`src/include/uplm_pkg.sv`:
```
package uplm_pkg;
  localparam int NUM_U2_PORTS = 3;
  localparam int HS_UNIT_MBPS = 480;
  localparam int FLS_BUS_MBPS = 12;
  localparam int SYNC_STAGES = 3;
  localparam logic [1:0] SPD_RST = 2'h0;

  // usb 2.0 attach speed
  typedef enum logic [1:0] {
    UPLM_SPD_NONE = 2'h0,
    UPLM_SPD_LS = 2'h1,
    UPLM_SPD_FS = 2'h2,
    UPLM_SPD_HS = 2'h3
  } uplm_spd_t;

  // usb 2.0 link power, gray along on-l1-l2
  typedef enum logic [1:0] {
    UPLM_L0 = 2'h0,
    UPLM_L1 = 2'h1,
    UPLM_L2 = 2'h3
  } uplm_lpm_t;

  // superspeed link power, gray along u0-u1-u2-u3
  typedef enum logic [1:0] {
    UPLM_U0 = 2'h0,
    UPLM_U1 = 2'h1,
    UPLM_U2 = 2'h3,
    UPLM_U3 = 2'h2
  } uplm_upm_t;

  // per-port attach report from the phy side
  typedef struct packed {
    logic attached;
    logic is_usb2;
    logic low_speed;
  } uplm_attach_t;

  // wake sources
  typedef struct packed {
    logic remote_wake;
    logic connect;
    logic disconnect;
    logic overcurrent;
  } uplm_wake_t;
endpackage

```
`src/uplm_link_manager.sv`:
```
`timescale 1ns/1ps
// Overview of operation
// - each usb 2.0 port picks high speed for a 2.0 peer, else full or low.
// - every high-speed port owns one dedicated 480 Mb/s bandwidth unit.
// - all full/low-speed ports share one 12 Mb/s bus instance.
// - usb 2.0 links support L1 sleep and L2 suspend.
// - the superspeed link supports U1, U2 and U3 suspend.
// - remote wake, connect, disconnect and overcurrent wake in any state.
// - the superspeed port runs at 5 Gbps gen 1 or 10 Gbps gen 2.
// - revision 3.1 superspeed is offered only in the host role.
// - in the device role superspeed follows revision 3.0 only.
// - usb 2.0 ports work as host or device and run charger detection.
// - as host, 3.1, 2.0 and 1.1 transactions are scheduled natively.
module uplm_link_manager #(
  parameter int PORTS = uplm_pkg::NUM_U2_PORTS
) (
  input wire logic clk_i,
  input wire logic rst_i,
  input wire logic ce_i,
  input wire uplm_pkg::uplm_attach_t [PORTS-1:0] attach_i,
  input wire logic [PORTS-1:0] l2_lpm_req_i,
  input wire logic [PORTS-1:0] l2_suspend_req_i,
  input wire logic [1:0] ss_pm_req_i,
  input wire logic ss_gen2_able_i,
  input wire logic host_role_i,
  input wire logic [PORTS-1:0] dcd_contact_i,
  input wire uplm_pkg::uplm_wake_t wake_src_i,
  input wire logic wake_ack_i,
  output logic [PORTS-1:0][1:0] port_speed_o,
  output logic [PORTS-1:0] hs_unit_o,
  output logic [PORTS-1:0] fls_share_o,
  output logic [1:0] fls_users_o,
  output logic [PORTS-1:0][1:0] u2_pm_o,
  output logic [1:0] ss_pm_o,
  output logic ss_gen2_o,
  output logic ss_rev31_o,
  output logic [PORTS-1:0] dcd_done_o,
  output logic sched_native_o,
  output logic wake_req_o,
  output uplm_pkg::uplm_wake_t wake_cause_o
);
  // pin-side inputs pass three flops; change counts when 2nd and 3rd agree
  // skewed bits may show a brief in-between speed
  localparam int AW = $bits(uplm_pkg::uplm_attach_t) * PORTS;
  localparam int WW = $bits(uplm_pkg::uplm_wake_t);
  logic [AW-1:0] att_s1_reg, att_s2_reg, att_s3_reg, att_q_reg;
  logic [AW-1:0] att_q_next;
  logic [WW-1:0] wk_s1_reg, wk_s2_reg, wk_s3_reg;
  logic [PORTS-1:0] dc_s1_reg, dc_s2_reg, dc_s3_reg, dc_q_reg, dc_q_next;
  logic [AW-1:0] att_prev_reg;

  always_comb begin
    att_q_next = att_q_reg;
    for (int i = 0; i < AW; i++) begin
      if (att_s2_reg[i] == att_s3_reg[i]) begin
        att_q_next[i] = att_s3_reg[i];
      end
    end
    dc_q_next = dc_q_reg;
    for (int i = 0; i < PORTS; i++) begin
      if (dc_s2_reg[i] == dc_s3_reg[i]) begin
        dc_q_next[i] = dc_s3_reg[i];
      end
    end
  end

  always_ff @(posedge clk_i) begin
    if (rst_i) begin
      att_s1_reg <= '0;
      att_s2_reg <= '0;
      att_s3_reg <= '0;
      att_q_reg <= '0;
      att_prev_reg <= '0;
      wk_s1_reg <= '0;
      wk_s2_reg <= '0;
      wk_s3_reg <= '0;
      dc_s1_reg <= '0;
      dc_s2_reg <= '0;
      dc_s3_reg <= '0;
      dc_q_reg <= '0;
    end else if (ce_i) begin
      att_s1_reg <= attach_i;
      att_s2_reg <= att_s1_reg;
      att_s3_reg <= att_s2_reg;
      att_q_reg <= att_q_next;
      att_prev_reg <= att_q_reg;
      wk_s1_reg <= wake_src_i;
      wk_s2_reg <= wk_s1_reg;
      wk_s3_reg <= wk_s2_reg;
      dc_s1_reg <= dcd_contact_i;
      dc_s2_reg <= dc_s1_reg;
      dc_s3_reg <= dc_s2_reg;
      dc_q_reg <= dc_q_next;
    end
  end

  uplm_pkg::uplm_attach_t [PORTS-1:0] att_q, att_prev;
  assign att_q = att_q_reg;
  assign att_prev = att_prev_reg;

  // per-port speed, bandwidth and link power
  logic [PORTS-1:0][1:0] spd_reg, spd_next, lpm_reg, lpm_next;
  logic [PORTS-1:0] hs_reg, hs_next, fls_reg, fls_next;
  logic [PORTS-1:0] dcd_reg, dcd_next;
  logic [PORTS-1:0] conn_ev, disc_ev;

  genvar g;
  generate
    for (g = 0; g < PORTS; g++) begin : g_port
      assign conn_ev[g] = att_q[g].attached & ~att_prev[g].attached;
      assign disc_ev[g] = ~att_q[g].attached & att_prev[g].attached;
      always_comb begin
        spd_next[g] = uplm_pkg::UPLM_SPD_NONE;
        if (att_q[g].attached) begin
          if (att_q[g].is_usb2) begin
            spd_next[g] = uplm_pkg::UPLM_SPD_HS;
          end else if (att_q[g].low_speed) begin
            spd_next[g] = uplm_pkg::UPLM_SPD_LS;
          end else begin
            spd_next[g] = uplm_pkg::UPLM_SPD_FS;
          end
        end
        hs_next[g] = (spd_next[g] == uplm_pkg::UPLM_SPD_HS);
        fls_next[g] = (spd_next[g] == uplm_pkg::UPLM_SPD_LS) ||
                      (spd_next[g] == uplm_pkg::UPLM_SPD_FS);
        // detached port falls back to the active link state
        lpm_next[g] = uplm_pkg::UPLM_L0;
        if (att_q[g].attached) begin
          if (l2_suspend_req_i[g]) begin
            lpm_next[g] = uplm_pkg::UPLM_L2;
          end else if (l2_lpm_req_i[g]) begin
            lpm_next[g] = uplm_pkg::UPLM_L1;
          end
        end
        // charger contact detect sticks until detach
        dcd_next[g] = att_q[g].attached & (dcd_reg[g] | dc_q_reg[g]);
      end
    end
  endgenerate

  // users of the shared full/low-speed instance
  logic [1:0] fls_cnt;
  always_comb begin
    fls_cnt = '0;
    for (int i = 0; i < PORTS; i++) begin
      fls_cnt = fls_cnt + {1'b0, fls_next[i]};
    end
  end

  // superspeed: gen2 and 3.1 only as host, device stays at 3.0 gen1
  logic [1:0] ss_reg, ss_next;
  logic gen2_reg, gen2_next;
  logic rev31_reg, rev31_next;
  logic [1:0] flsu_reg;
  always_comb begin
    ss_next = ss_pm_req_i;
    rev31_next = 1'b0;
    gen2_next = 1'b0;
    if (host_role_i) begin
      rev31_next = 1'b1;
      gen2_next = ss_gen2_able_i;
    end
  end

  // wake: set wins over acknowledge
  logic wake_reg, wake_next;
  logic [WW-1:0] cause_reg, cause_next, ev;
  // level sources re-arm the wake for as long as they stay high
  // an acknowledge while ce_i is low is not seen
  always_comb begin
    ev = '0;
    ev[3] = wk_s3_reg[3] & wk_s2_reg[3];
    // pin reports of connect and disconnect add to the attach edges
    ev[2] = (|conn_ev) | (wk_s3_reg[2] & wk_s2_reg[2]);
    ev[1] = (|disc_ev) | (wk_s3_reg[1] & wk_s2_reg[1]);
    ev[0] = wk_s3_reg[0] & wk_s2_reg[0];
    cause_next = wake_ack_i ? ev : (cause_reg | ev);
    wake_next = (|ev) | (wake_reg & ~wake_ack_i);
  end

  always_ff @(posedge clk_i) begin
    if (rst_i) begin
      spd_reg <= {PORTS{uplm_pkg::SPD_RST}};
      hs_reg <= '0;
      fls_reg <= '0;
      flsu_reg <= '0;
      lpm_reg <= '0;
      dcd_reg <= '0;
      ss_reg <= uplm_pkg::UPLM_U0;
      gen2_reg <= 1'b0;
      rev31_reg <= 1'b0;
      wake_reg <= 1'b0;
      cause_reg <= '0;
    end else if (ce_i) begin
      spd_reg <= spd_next;
      hs_reg <= hs_next;
      fls_reg <= fls_next;
      flsu_reg <= fls_cnt;
      lpm_reg <= lpm_next;
      dcd_reg <= dcd_next;
      ss_reg <= ss_next;
      gen2_reg <= gen2_next;
      rev31_reg <= rev31_next;
      wake_reg <= wake_next;
      cause_reg <= cause_next;
    end
  end
  assign port_speed_o = spd_reg;
  assign hs_unit_o = hs_reg;
  assign fls_share_o = fls_reg;
  assign fls_users_o = flsu_reg;
  assign u2_pm_o = lpm_reg;
  assign ss_pm_o = ss_reg;
  assign ss_gen2_o = gen2_reg;
  assign ss_rev31_o = rev31_reg;
  assign dcd_done_o = dcd_reg;
  assign sched_native_o = rev31_reg;
  assign wake_req_o = wake_reg;
  assign wake_cause_o = cause_reg;
endmodule

```
`config.mk`:
```
export PLATFORM = sky130hd
export DESIGN_NAME = uplm_link_manager
export DESIGN_NICKNAME = d
export VERILOG_FILES = /design/src/include/uplm_pkg.sv /design/src/uplm_link_manager.sv
export SDC_FILE = /design/constraint.sdc
export NUM_CORES = 1
export LEC_CHECK = 0
export ABC_CLOCK_PERIOD_IN_PS = 3400
export BUFFER_PORTS_ARGS = -buffer_cell sky130_fd_sc_hd__buf_4
export CAP_MARGIN = 30
export CORE_ASPECT_RATIO = 0.8
export CORE_MARGIN = 2
export CORE_UTILIZATION = 45
export CTS_BUF_LIST = sky130_fd_sc_hd__clkbuf_8 sky130_fd_sc_hd__clkbuf_16
export DETAILED_ROUTE_END_ITERATION = 7
export PLACE_DENSITY = 0.7
export SLEW_MARGIN = 10
export SYNTH_ARGS = -nofsm -noshare
export SYNTH_HDL_FRONTEND = slang
export SYNTH_SLANG_ARGS = --single-unit
```
`constraint.sdc`:
```
create_clock -name clk_i -period 3.4 [get_ports clk_i]
set_clock_uncertainty 0.2 [all_clocks]
set_input_delay 0.34 -clock clk_i [delete_from_list [all_inputs] [get_ports clk_i]]
set_output_delay 0.34 -clock clk_i [all_outputs]
set_load 0.02 [all_outputs]
```
==> out/metrics.csv <==
metric,value,unit
synth_flop_cell,dfxtp_1,
coreArea,0.007983,mm²
grt_usage,0.1624,
ir_worst_vdd,0.0002290,V
max_freq,472.6,MHz
path_depth,5,
hpwl,4.575,mm
ant_nets,0,
max_cap_violations,0,
worstHoldStart,ss_pm_req_i[1],
grt_antenna_before_repair,0,
die-area,0.008999,mm²
routedWlPerCell,12.89,µm
start_kind,flip-flop,
ctsHtreeMaxLevel,3,
rr_worst_depth,5,
synth.most_common_cell,dfxtp_1,
arrival,2190,ps
n_antenna_cell,0,
synth_edf_count,0,
synth_compound_area_frac,0.1301,
dieHeight,85.25,µm
status,"complete, no violations",
reg2reg_slack,1280,ps
cts-root-buf,clkbuf_8,
vias_per_cell,5.017,
synth_top_area_cell,dfxtp_1,
rsz0062_at_grt,false,
criticalPathCategory,flip-flop to flip-flop,
route.detailed.drc,0,
setup_viol,0,
p_leak,1.844,nW
ys_types,34,
crit_path_top_delay_cell,dfxtp_1,
cts_tree,yes,
first_iter_violations,107,
synth_top_family_by_area,multiplexers,
hold_path_class,input port to flip-flop,
path_clk_slew,80,ps
clockBufferDepth,2,
clock_latency,360,ps
yosys-top-cells-count,"95 x dfxtp_1, 70 x nor2_1, 53 x mux2i_1, 37 x a21oi_1, 22 x o21ai_0",
worst_setup_path_end_kind,flip-flop,
syn_nets,415,
wl,7.001,mm
relSlewSlack,0.3742,
finalCriticalPeriod,2116,ps
grt_pass1_wl,11.66,mm
post_cts_buffers,0,
worst_pin_slew,938.7,ps
place_congestion,0.7457,
dr.pass1.iters,4,
dp.cells,527,
powerDensity,456.3,mW/mm²
grt_overflow_total,0,
ys_seq_elements,95,
areaGrowthSynthToFinish,16.04,%
cts.sinks,95,
cpLargestDelayFamily,adder cells,
synthTopCellsByArea,"dfxtp_1 51%, mux2i_1 14%, nor2_1 7.1%, a21oi_1 5.0%, o21ai_0 3.0%",
finalCritPeriodShare,0.6224,
yosysWarnings,0,
hold_violations,0,
drv_slew,0,
instances_no_fill,543,
holdPathEnd,ss_pm_o[1]$_SDFFE_PP0P_,
crit_chain,o21a_1 > ha_1 > inv_1 > fa_1 > a211oi_1,
ys_seq_area_frac,0.5121,
critPathRequiredTime,3480,ps
cp_max_fo,11,
num_rows,29,
r2r_start,att_q[8]$_SDFFE_PP0P_,
synth_xor_area_frac,0,
slowest_delay,590,ps
ys_async_sr_fraction,0,
worstReg2RegEnd,fls_users_o[0]$_SDFFE_PP0P_,
avgSynthCellArea,9.747,µm²
final_nets,465,
synth_top_area_frac,0.5121,
routed-via-count,2724,
netlist_instances,381,
grt_pass1_vias,2522,
start_util,0.4652,
synthSimpleGateAreaFrac,0.1331,
io_buffer_count,62,
synth_adder_area_share,0.01550,
netlist_area,0.003714,mm²
setup_tns,0,ps
numCtsBuffers,9,
critPathBufInv,1,
io_pins,63,
whs_path_depth,3,
layout-drive-gt1-share,0.1977,
die_x,105.6,µm
grt_max_degree,96,
synthMuxAreaShare,0.1429,
==> metal layers <==
metal / vias to the layer above / part of all wire / track usage
li1: 1400 / - / -
met3: 7 / 0.062 / 0.06836
met2: 57 / 0.42 / 0.2504
met1: 1260 / 0.50 / 0.2080
met5: - / 0 / 0
met4: 0 / 0.011 / 0.05024
==> through the flow <==
stage	hold WS [ps]	utilization	cell area, µm²	power (mW)	setup slack [ps]
2_1_floorplan	235.7	-	3714	1.277	1568
3_3_place_gp	243.7	0.5157	4116	1.307	1313
3_5_place_dp	249.1	0.5157	4116	1.311	1288
4_1_cts	1.822	0.5386	4299	1.987	1269
5_1_grt	9.792	0.5398	4309	2.058	1156
6_report	12.56	0.5398	4309	1.966	1284
==> power by group <==
part / total (mW) / internal, mW / switching, mW
clock network: 0.682 / 0.319 / 0.363
logic: 0.134 / 0.0612 / 0.0725
registers: 1.15 / 1.14 / 0.0142
==> cells by family (layout without fill, tap and decap cells) <==
group	count (synthesis)	count (layout)
AOI/OAI and AO/OA	82	82
DFF	95	95
buffers and inverters	34	88
and+or+nand+nor	113	113
muxes	53	53
adders and majority gates	4	4
==> how the worst max path moves through the flow <==
stage | to | start | slack (ps)
finish | fls_users_o[0]$_SDFFE_PP0P_ | att_q[8]$_SDFFE_PP0P_ | 1280
global route | fls_users_o[0]$_SDFFE_PP0P_ | att_q[8]$_SDFFE_PP0P_ | 1160
CTS | fls_users_o[0]$_SDFFE_PP0P_ | att_q[8]$_SDFFE_PP0P_ | 1270
detailed placement | fls_users_o[0]$_SDFFE_PP0P_ | att_q[8]$_SDFFE_PP0P_ | 1290
global placement | fls_users_o[0]$_SDFFE_PP0P_ | att_q[8]$_SDFFE_PP0P_ | 1310
floorplan | fls_users_o[0]$_SDFFE_PP0P_ | att_q[2]$_SDFFE_PP0P_ | 1570
==> worst reg2reg max path, cell delays in order (launching register included) <==
cell and delay [ps]:
dfxtp_1 590, o21a_1 240, ha_1 270, inv_1 80
fa_1 430, a211oi_1 220
==> area by class of cell <==
type	instances	area [µm²]
multi-input cells	252	1565
flip-flops and latches	95	1902
inverters	7	26.28
well taps	108	135.1
clock buffers	12	165.2
clock inverters	3	17.52
fillers	730	3674
repair buffers	66	498.0
==> repair_timing <==
item	in CTS	in global routing
resized for setup	0	0
hold buffers	0	1
hold endpoints to repair	0	1
==> layout by cell type, fill, tap and decap left out, types with 3 or more instances in the layout <==
cell type   n
a21oi_1    37
and2_1     11
buf_4      65
clkbuf_8   12
dfxtp_1    95
ha_1        3
inv_1       6
mux2i_1    53
nand2_1    16
nand3_1     4
nor2_1     70
nor2b_1     4
nor3_1      3
o211ai_1    6
o21a_1      6
o21ai_0    22
Note: power is estimated with default switching activity, not from simulation.
